`config.mk`:
```
export PLATFORM = sky130hd
export DESIGN_NAME = mcmr_regs
export DESIGN_NICKNAME = d
export VERILOG_FILES = /design/src/mcmr_pkg.sv /design/src/mcmr_regs.sv
export SDC_FILE = /design/constraint.sdc
export NUM_CORES = 1
export LEC_CHECK = 0
export BUFFER_PORTS_ARGS = -buffer_cell sky130_fd_sc_hd__buf_2
export CAP_MARGIN = 20
export CORE_MARGIN = 2
export CORE_UTILIZATION = 50
export CTS_BUF_LIST = sky130_fd_sc_hd__clkbuf_2 sky130_fd_sc_hd__clkbuf_4 sky130_fd_sc_hd__clkbuf_8
export DETAILED_ROUTE_END_ITERATION = 10
export GPL_ROUTABILITY_DRIVEN = 1
export PLACE_DENSITY = 0.9
export SLEW_MARGIN = 20
export SYNTH_ARGS = -nofsm -noshare
export SYNTH_HDL_FRONTEND = slang
export SYNTH_SLANG_ARGS = --single-unit
```
`constraint.sdc`:
```
create_clock -name mclk -period 2.1 [get_ports mclk]
set_input_delay 0.105 -clock mclk [delete_from_list [all_inputs] [get_ports mclk]]
set_output_delay 0.105 -clock mclk [all_outputs]
set_load 0.02 [all_outputs]
```
`src/mcmr_pkg.sv`:
```
package mcmr_pkg;

  // register offsets (local index of this bank)
  localparam logic [1:0] MCMR_OFF_UART_MONITOR    = 2'h0;
  localparam logic [1:0] MCMR_OFF_SWITCH_PORT     = 2'h1;
  localparam logic [1:0] MCMR_OFF_COUNTER_FLAG    = 2'h2;
  localparam logic [1:0] MCMR_OFF_GENERAL_CONTROL = 2'h3;

  // uart monitor field positions
  localparam int MCMR_UM_XCVR_RESET   = 7;
  localparam int MCMR_UM_LINE_CONNECT = 6;
  localparam int MCMR_UM_RX_LEVEL     = 5;
  localparam int MCMR_UM_DIV_WR       = 4;
  localparam int MCMR_UM_LCR_WR       = 3;
  localparam int MCMR_UM_TX_FULL      = 2;
  localparam int MCMR_UM_RX_READ      = 1;
  localparam int MCMR_UM_MCR_WR       = 0;

  // general control field positions
  localparam int MCMR_GC_SERIAL  = 7;
  localparam int MCMR_GC_OFFHOOK = 6;
  localparam int MCMR_GC_AUX     = 5;
  localparam int MCMR_GC_MODEM_READY_BIT    = 4;
  localparam int MCMR_GC_AA      = 3;
  localparam int MCMR_GC_SPEED   = 2;
  localparam int MCMR_GC_PAGE    = 1;
  localparam int MCMR_GC_EXT_ACC = 0;

  localparam int MCMR_SWITCH_COUNT = 7;

  // reset values
  localparam logic [7:0] MCMR_UM_RESET = 8'h00;
  localparam logic [7:0] MCMR_GC_RESET = 8'h00;
  localparam logic       MCMR_TFF_RESET = 1'b0;

  typedef struct packed {
    logic [1:0] addr;
    logic [7:0] wdata;
    logic       wr;
    logic       rd;
  } mcmr_bus_req_t;

  // events reported by the attached uart core
  typedef struct packed {
    logic div_written;
    logic lcr_written;
    logic tx_loaded;
    logic tx_taken;
    logic rx_read;
    logic rx_new;
    logic mcr_written;
  } mcmr_uart_evt_t;

  typedef struct packed {
    logic uart_reset;
    logic uart_sin;
    logic serial_output_pin_pin;
    logic off_hook;
    logic aux_out;
    logic modem_ready;
    logic auto_answer_n;
    logic speed_n;
    logic serial_cfg;
    logic page_sel;
  } mcmr_pins_t;

  typedef struct packed {
    logic [7:0] um;
    logic [7:0] gc;
    logic       tff;
    logic [7:0] rdata;
  } mcmr_state_t;

endpackage : mcmr_pkg

```
`src/mcmr_regs.sv`:
```
`timescale 1ns/1ps
// What this block does
// - bit 7 holds uart receiver, transmitter reset
// - line connect high passes serial pins through
// - line connect low: output high, input detached
// - bit 5 reads live receive line level
// - bit 4 flags new divisor latch write
// - bit 3 flags line control written
// - bit 2 flags transmit shadow holds character
// - bit 1 flags receive buffer was read
// - bit 0 flags modem control written
// - switch port bits 6..0 show switches
// - general bit 7 serial; reset/zero parallel
// - general bit 6 drives off hook output
// - general bit 3 drives auto answer low
// - general bit 2 drives speed pin low
// - indicators act only in serial configuration
// - general bit 1 selects register page
// - general bit 0 reads inverted access pin
module mcmr_regs (
  input  wire logic                   mclk,        // 200 MHz clock
  input  wire logic                   arst_n,      // async reset, active low
  input  wire mcmr_pkg::mcmr_bus_req_t bus,        // register port request
  output logic [7:0]                  rdata,       // read data, cycle after rd
  input  wire mcmr_pkg::mcmr_uart_evt_t uart_evt,  // uart event pulses
  input  wire logic                   uart_rx_line,// uart receive data level
  input  wire logic                   uart_tx_out, // serial data from uart
  input  wire logic                   serial_input_pin, // external serial in
  input  wire logic [6:0]             switch_inputs,    // external switches
  input  wire logic                   timer_tick,       // timer flip-flop toggle
  input  wire logic                   ext_access_n,     // active-low access pin
  output mcmr_pkg::mcmr_pins_t        pins              // device outputs
);
  import mcmr_pkg::*;

  mcmr_state_t st_reg;
  mcmr_state_t st_next;
  logic        wr_um;
  logic        wr_tf;
  logic        wr_gc;

  //////////////////////////////////////////////////////////////////////////////
  assign wr_um = bus.wr && (bus.addr == MCMR_OFF_UART_MONITOR);
  assign wr_tf = bus.wr && (bus.addr == MCMR_OFF_COUNTER_FLAG);
  assign wr_gc = bus.wr && (bus.addr == MCMR_OFF_GENERAL_CONTROL);

  always_comb begin
    st_next = st_reg;
    // software owns the two control bits; flags are hardware-driven
    if (wr_um) begin
      st_next.um[MCMR_UM_XCVR_RESET]   = bus.wdata[MCMR_UM_XCVR_RESET];
      st_next.um[MCMR_UM_LINE_CONNECT] = bus.wdata[MCMR_UM_LINE_CONNECT];
    end
    // flags follow uart events; a set in the same cycle as a clear wins
    if (uart_evt.div_written) st_next.um[MCMR_UM_DIV_WR] = 1'b1;
    else if (wr_um && bus.wdata[MCMR_UM_DIV_WR]) st_next.um[MCMR_UM_DIV_WR] = 1'b0;
    if (uart_evt.lcr_written) st_next.um[MCMR_UM_LCR_WR] = 1'b1;
    else if (wr_um && bus.wdata[MCMR_UM_LCR_WR]) st_next.um[MCMR_UM_LCR_WR] = 1'b0;
    if (uart_evt.tx_loaded) st_next.um[MCMR_UM_TX_FULL] = 1'b1;
    else if (uart_evt.tx_taken) st_next.um[MCMR_UM_TX_FULL] = 1'b0;
    if (uart_evt.rx_read) st_next.um[MCMR_UM_RX_READ] = 1'b1;
    else if (uart_evt.rx_new) st_next.um[MCMR_UM_RX_READ] = 1'b0;
    if (uart_evt.mcr_written) st_next.um[MCMR_UM_MCR_WR] = 1'b1;
    else if (wr_um && bus.wdata[MCMR_UM_MCR_WR]) st_next.um[MCMR_UM_MCR_WR] = 1'b0;
    st_next.um[MCMR_UM_RX_LEVEL] = 1'b0; // live value is muxed on read
    // timer flip-flop toggles on tick; software may also load it
    if (timer_tick) st_next.tff = ~st_reg.tff;
    else if (wr_tf) st_next.tff = bus.wdata[0];
    if (wr_gc) begin
      st_next.gc = bus.wdata;
      st_next.gc[MCMR_GC_EXT_ACC] = 1'b0; // status only, never stored
    end
    st_next.rdata = 8'h00;
    if (bus.rd) begin
      case (bus.addr)
        MCMR_OFF_UART_MONITOR: begin
          st_next.rdata = st_reg.um;
          st_next.rdata[MCMR_UM_RX_LEVEL] = uart_rx_line;
        end
        MCMR_OFF_SWITCH_PORT: st_next.rdata = {1'b0, switch_inputs};
        MCMR_OFF_COUNTER_FLAG: st_next.rdata = {7'h00, st_reg.tff};
        MCMR_OFF_GENERAL_CONTROL: begin
          st_next.rdata = st_reg.gc;
          st_next.rdata[MCMR_GC_EXT_ACC] = ~ext_access_n;
        end
        default: st_next.rdata = 8'h00;
      endcase
    end
  end

  always_ff @(posedge mclk or negedge arst_n) begin
    if (!arst_n) begin
      st_reg.um    <= MCMR_UM_RESET;
      st_reg.gc    <= MCMR_GC_RESET;
      st_reg.tff   <= MCMR_TFF_RESET;
      st_reg.rdata <= 8'h00;
    end else begin
      st_reg <= st_next;
    end
  end

  //////////////////////////////////////////////////////////////////////////////
  logic serial_on;
  logic connect;
  assign serial_on = st_reg.gc[MCMR_GC_SERIAL];
  assign connect   = st_reg.um[MCMR_UM_LINE_CONNECT];
  assign rdata     = st_reg.rdata;

  always_comb begin
    pins.uart_reset  = st_reg.um[MCMR_UM_XCVR_RESET];
    // detached input idles high so the receiver sees a quiet line
    pins.uart_sin    = connect ? serial_input_pin : 1'b1;
    // echo works because serial_output_pin is forced high while detached and carries the uart break low while connected
    pins.serial_output_pin_pin    = connect ? uart_tx_out : 1'b1;
    pins.off_hook    = st_reg.gc[MCMR_GC_OFFHOOK];
    pins.aux_out     = st_reg.gc[MCMR_GC_AUX];
    pins.modem_ready = serial_on & st_reg.gc[MCMR_GC_MODEM_READY_BIT];
    pins.auto_answer_n = ~(serial_on & st_reg.gc[MCMR_GC_AA]);
    pins.speed_n     = ~(serial_on & st_reg.gc[MCMR_GC_SPEED]);
    pins.serial_cfg  = serial_on;
    pins.page_sel    = st_reg.gc[MCMR_GC_PAGE];
  end

endmodule : mcmr_regs

```
After elaboration in Yosys (flattened, before gate mapping)
Index checks and enable logic that the tools add are counted.
{ "word_totals": {"elab_cells": 48, "regBits": 23, "output_inout_bits": 18} }
{ "op_classes": {"reduce_logical": 13, "bitwise_logic": 7, "eq_ne": 3, "muxes": 16} }
{ "op_table": {"columns": ["operator", "n"], "rows": [
  ["$pmux 8 s4", 1],
  ["$mux 1", 14],
  ["$reduce_bool 2->1", 6],
  ["$mux 8", 1],
  ["$logic_and 1x1->1", 6],
  ["$eq 2x2->1 const B", 2],
  ["$not 1->1", 4],
  ["$and 1x1->1", 3],
  ["$eq 2x1->1 const B", 1],
  ["$logic_not 2->1", 1]
]} }

Logic depth before layout (Yosys ltp)
Gate-level depths: netlist (run 1).
{ "logic_depth": {"depth_word": 5, "mapped_depth": 5} }

Worst setup path before layout (run 1)
No wires, ideal clock.
{ "synth_timing": {"path_type": "register to register", "startpoint": "reg st_reg[8] (netlist name)", "endpoint": "reg rdata[0] (netlist name)", "path_stages_with_launch": 3, "slack_ns": 1.029, "arrival_ns": 0.952, "setup_time_ns": 0.119, "cell_sequence": "dfrtp_1 > mux4_2 > and2_1"} }
{ "synth_lines": {"columns": ["item", "line_no", "source"], "rows": [
  ["from (decl)", "mcmr_regs.sv:36", "mcmr_state_t st_reg;"],
  ["from (signal assigned)", "mcmr_regs.sv:98", "st_reg <= st_next;"]
]} }

==> results of run 1 <==
-- worst max-delay path: stages, from the launching register on --
cell and delay, ns:
dfrtp_1 0.46, and2_1 0.19, buf_2 0.15
-- per-layer routing --
metal,part of all wire [%],vias up
li1,-,410
met1,37,402
met2,57,23
met3,3.5,4
met4,1.9,0
met5,0,-
-- cell families (layout without fill, tap and decap cells) --
kind of cell,after synthesis,in the layout,share of synthesized area (%)
simple gates,27,27,13.9
mux,18,18,17.7
buf+inv,20,63,11.9
flops,23,23,49.9
compound gates,12,12,6.52
-- worst max-delay path by stage --
| stage | from | to | slack [ns] | depth (start not counted) |
|---|---|---|---|---|
| floorplan | st_reg[8]$_DFFE_PN0P_ | rdata[0]$_DFF_PN0_ | 1.03 | 2 |
| global placement | bus[10] | rdata[0]$_DFF_PN0_ | 0.84 | 3 |
| detailed placement | bus[10] | rdata[0]$_DFF_PN0_ | 0.81 | 3 |
| CTS | pins[1]$_DFFE_PN0P_ | pins[4] | 0.90 | 2 |
| global route | pins[1]$_DFFE_PN0P_ | pins[4] | 0.84 | 2 |
| finish | pins[1]$_DFFE_PN0P_ | pins[4] | 0.90 | 2 |
-- area by class of cell --
type / count / area, um2 / area share [%]
Sequential cell: 23 / 576 / 41.1
Clock inverter: 1 / 5.00 / 0.358
Inverter: 3 / 11.3 / 0.805
Tap cell: 28 / 35.0 / 2.50
Timing Repair Buffer: 56 / 310 / 22.2
Clock buffer: 3 / 22.5 / 1.61
Multi-Input combinational cell: 57 / 439 / 31.4
-- timing repair --
| action | CTS | global route |
|---|---|---|
| setup endpoints to repair | 0 | 0 |
| endpoints found under the hold margin | 28 | 0 |
| hold buffers | 6 | 0 |
-- cell usage in the layout, fill, tap and decap left out, drive strengths merged, types with 3 or more instances in the layout --
cell type    Yosys  routed
dlygate4sd3      0       6
nand2            6       6
and2             8       8
o21ai            6       6
nand3            8       8
a21o             5       5
clkbuf           0       3
mux2i            8       8
dfrtp           23      23
buf             17      50
inv              3       3
mux2             9       9
-- power by group through the flow --
stage / logic [W] / clock network [W] / registers [W]
global placement: 0.000252 / 0 / 0.000550
global route: 0.000292 / 0.000218 / 0.000555
CTS: 0.000273 / 0.000200 / 0.000547
floorplan: 0.000212 / 0 / 0.000540
finish: 0.000271 / 0.000192 / 0.000547
detailed placement: 0.000264 / 0 / 0.000556
-- through the flow --
stage	total power, W	instances
after detailed placement	0.000820	161
after global placement	0.000802	161
final	0.00101	171
after floorplan	0.000752	100
after global routing	0.00106	171
after CTS	0.00102	171
==> out/results.ini, run 1 <==
[floorplan]
pin_count = 51
std_cell_rows = 17
core_mm2 = 0.00219
initial_core_util_pct = 52.6
die-width_um = 52.0
die_y_um = 52.0
die-area_mm2 = 0.00270

[placement]
gp_congestion = 0.742
dp_slack_ns = 0.812
dp.final_hpwl_um = 1780
dpl_cell_area_mm2 = 0.00131
numPortBuffers = 50

[pwr]
p_leak_nw = 0.710
net-switching-power_w = 0.000310
comb_power_share_pct = 26.8
p_seq_share_pct = 54.1
ir_drop_v = 0.000476
switching_share_pct = 30.7
power_frac_clock_pct = 19.0
power_density_mw_per_mm2 = 722
intPower_w = 0.000700

[clocking]
cts_resized = 0
cts_tree = done
cts_buffer_depth = 2
cts_inserted_buffers = 3
clk_pin_slew_ns = 0.11
postCtsSetupBuffers = 0
clk-insertion-delay-late_ns = 0.30
h-tree-depth = 1
clockRootBuffer = clkbuf_4
clock-sinks = 23

[timing]
period_minus_slack_ns = 1.20
hold_viol_final = 0
finalSetupTns_ns = 0
setup_ws_ns = 0.903
rsz0062_at_grt = no
max-slew-margin-rel_pct = 66.9
period_share_pct = 57.0
fmax_mhz = 835
holdWs_ns = 0.0157
tightest_slew_ns = 0.496
setup_violations = 0
final-max-slew-violation-count = 0
fin_worst_skew_ns = 0.00835

[worst_setup_path]
crit_arrival_ns = 1.09
critPathKind = flip-flop to output port
reg2reg_from = st_reg[8]$_DFFE_PN0P_
r2r_cells = 2
worstPathMaxFanout = 6
reg2reg_slack_ns = 0.98
start_kind = flip-flop
crit_required_ns = 2.00
r2r_end = rdata[0]$_DFF_PN0_
cp-end-kind = output port

[synth]
syn_inst = 100
yosys-top-cells-count = dfrtp_1, buf_4, mux2_2
avgSynthCellArea_um2 = 11.5
synth.distinct_cells = 19
synth_top_area_share_pct = 49.9
async_flop_share_pct = 100
netlist_area_mm2 = 0.00115
synth_edf_count = 0
yosysMostFrequentCell = dfrtp_1
synth.yosys.warnings = 0
ys_seq_area_share_pct = 49.9
synth_area_leaders = dfrtp_1, buf_4, mux2_2, mux2i_1, and2_1
synth-seq-cells = 23
synth_top_area_cell = dfrtp_1
synthFlopType = dfrtp_1
synth_nets = 133

[global_route]
grt_usage_pct = 17.9
antenna_found_initial = 0
gr-usage-met3_pct = 2.01
first_global_vias = 873
use_met1_pct = 17.1
grt_max_degree = 24
grt_pass1_wl_um = 3550
grt_overflow = 0
busiest_layer = met2
met2_usage_pct = 36.3

[detailed_routing]
vias_per_cell = 4.91
routedWlPerCell_um = 13.3
num_vias = 839
ant_nets = 0
drt_wl_total_um = 2280
dr.first_iter.drc_count = 11
drt_first_pass_iters = 2
route.detailed.drc = 0

[final_layout]
drive_gt1_share_pct = 46.2
largest_reg_flops = 9
postLayoutCellArea_mm2 = 0.00140
area_growth_pct = 21.4
num-fill-cells = 178
num_antenna_cells = 0
final_nets = 177
final_util_pct = 63.8

[hold_path]
holdPathStages = 2
worstHoldEndpoint = st_reg[8]$_DFFE_PN0P_
min-delay-start = timer_tick
min_path_type = input port to flip-flop

[run]
drv_cap = 0

[run_status]
run_status = finished clean

No activity file was read; power rests on OpenSTA's default activity.
==> inputs of run 2 (changes only) <==
Settings changed: CORE_UTILIZATION 50 to 43, PLACE_DENSITY 0.9 to 0.83.
Clock period 2.1 ns to 1 ns, I/O delays scaled along.
==> run 2 against run 1 <==
  * Non-clock buffer count grew 18
  * The run now ends with setup timing left
  * Critical endpoint unchanged
  * Largest cell class unchanged
  * Flip-flop and latch count is the same
  * Cell count grew 12%
  * Largest power group unchanged
  * Routed wire length grew 6.1%
==> out/results.ini, run 2 (synthesis gave the netlist of run 1 again) <==
[detailed_routing]
dr.first_iter.drc_count = 13  ; was 11
drt_first_pass_iters = 4  ; was 2
num_vias = 930  ; was 839
ant_nets = 0  ; unchanged
vias_per_cell = 4.87  ; was 4.91
routedWlPerCell_um = 12.7  ; was 13.3 um
route.detailed.drc = 0  ; unchanged
drt_wl_total_um = 2420  ; was 2280 um

[final_layout]
area_growth_pct = 38.5  ; was 21.4%
largest_reg_flops = 9  ; unchanged
num_antenna_cells = 0  ; unchanged
layout.cells.non_filler = 191  ; was 171
postLayoutCellArea_mm2 = 0.00160  ; was 0.00140 mm2
drive_gt1_share_pct = 47.8  ; was 46.2%
most-common-layout-cells = buf_2, dfrtp_1, dlygate4sd3_1  ; was buf_2, dfrtp_1, mux2_2
final_util_pct = 63.9  ; was 63.8%
layout_commonest_cell = buf_2  ; unchanged
final_nets = 195  ; was 177
num-fill-cells = 197  ; was 178

[timing]
finalSetupTns_ns = -0.242  ; was 0 ns
holdWs_ns = 0.0183  ; was 0.0157 ns
fmax_mhz = 923
hold_viol_final = 0  ; unchanged
period_share_pct = 108
setup_violations = 5  ; was 0
setup_ws_ns = -0.0835  ; was 0.903 ns
rsz0062_at_grt = yes  ; was no
fin_worst_skew_ns = 0.00331  ; was 0.00835 ns
max-slew-margin-rel_pct = 67.2  ; was 66.9%
tightest_slew_ns = 0.492  ; was 0.496 ns
final-max-slew-violation-count = 0  ; unchanged
period_minus_slack_ns = 1.08

[floorplan]
core_mm2 = 0.00250  ; was 0.00219 mm2
die-area_mm2 = 0.00311  ; was 0.00270 mm2
die_y_um = 55.8  ; was 52.0 um
initial_core_util_pct = 46.1  ; was 52.6%
pin_count = 51  ; unchanged
die-width_um = 55.8  ; was 52.0 um
std_cell_rows = 18  ; was 17

[placement]
gp_congestion = 0.728  ; was 0.742
dpl_cell_area_mm2 = 0.00137  ; was 0.00131 mm2
dpl.cell_count = 170  ; was 161
numPortBuffers = 50  ; unchanged
dp.final_hpwl_um = 1760  ; was 1780 um

[global_route]
grt_overflow = 0  ; unchanged
grt_max_degree = 24  ; unchanged
first_global_vias = 952  ; was 873
grt_pass1_wl_um = 3950  ; was 3550 um
antenna_found_initial = 0  ; unchanged
grt_usage_pct = 15.9  ; was 17.9%

[pwr]
power_density_mw_per_mm2 = 1450  ; was 722 mW/mm2
p_leak_nw = 0.805  ; was 0.710 nW
ir_drop_v = 0.00107  ; was 0.000476 V

[clocking]
h-tree-depth = 1  ; unchanged
clk-insertion-delay-late_ns = 0.31  ; was 0.30 ns
clock-sinks = 23  ; unchanged
cts_inserted_buffers = 3  ; unchanged
cts_buffer_depth = 2  ; unchanged
clockRootBuffer = clkbuf_4  ; unchanged
cts_tree = done  ; unchanged
clk_pin_slew_ns = 0.11  ; about the same

[worst_setup_path]
reg2reg_slack_ns = -0.08  ; was 0.98 ns
worstPathMaxFanout = 6  ; unchanged
start_kind = flip-flop  ; unchanged
crit_arrival_ns = 1.03  ; was 1.09 ns
critPathKind = flip-flop to output port  ; unchanged
crit_required_ns = 0.95  ; was 2.00 ns
cp-end-kind = output port  ; unchanged

[run_status]
run_status = complete, but fails checks  ; was finished clean
violations = setup timing

[hold_path]
min_path_type = input port to flip-flop  ; unchanged

[run]
drv_cap = 0  ; unchanged

-- run 2: path summary, 6_finish.rpt --
kind,from,to,depth (start not counted)
max,pins[1]$_DFFE_PN0P_,pins[4],2
max in group asynchronous,arst_n,pins[1]$_DFFE_PN0P_,2
min reg2reg,st_reg[20]$_DFFE_PN0P_,st_reg[20]$_DFFE_PN0P_,1
max reg2reg,st_reg[8]$_DFFE_PN0P_,rdata[0]$_DFF_PN0_,2
min in group asynchronous,arst_n,st_reg[21]$_DFFE_PN0P_,2
min,uart_evt[1],st_reg[18]$_DFFE_PN0P_,3
-- run 2: layer usage --
layer	part of all wire (%)	vias up	GRT usage [%]
met5	0	-	0
met4	2.2	0	8.01
met3	4.3	7	2.79
met2	54	33	29.4
met1	39	443	17.2
li1	-	447	-
-- run 2: timing repair --
| item | 4_1_cts | 5_1_grt |
|---|---|---|
| endpoints found under the setup margin | 7 | 7 |
| cloned | 0 | 0 |
| buffers inserted | 1 | 1 |
| resized for setup | 11 | 1 |
| endpoints found under the hold margin | 38 | 0 |
| pin swaps | 1 | 0 |
| hold buffers | 15 | 0 |
-- run 2: area by class of cell --
| class | count | area [um2] | area share [%] |
|---|---|---|---|
| sequential | 23 | 577 | 36.1 |
| timing repair buffer | 74 | 499 | 31.3 |
| multi-input combinational | 57 | 442 | 27.7 |
| tap | 30 | 37.5 | 2.35 |
| clock buffer | 4 | 30.0 | 1.88 |
| inverter | 3 | 11.3 | 0.705 |
-- run 2: power by group --
part	total [W]	internal [W]	switching [W]
Sequential	0.00114	0.00106	0.0000832
Combinational	0.000725	0.000396	0.000329
Clock	0.000447	0.000183	0.000264
-- run 2: through the flow --
stage	worst slack, ns	power (W)
after floorplan	-0.0529	0.00158
after global placement	-0.0458	0.00173
after detailed placement	-0.0707	0.00175
after CTS	-0.110	0.00230
after global routing	-0.134	0.00243
final	-0.0835	0.00231
-- run 2: worst max-delay path, cell delays in order (launching register included) --
cell and delay, ns:
dfrtp_2 0.46, and2_4 0.15, buf_6 0.12
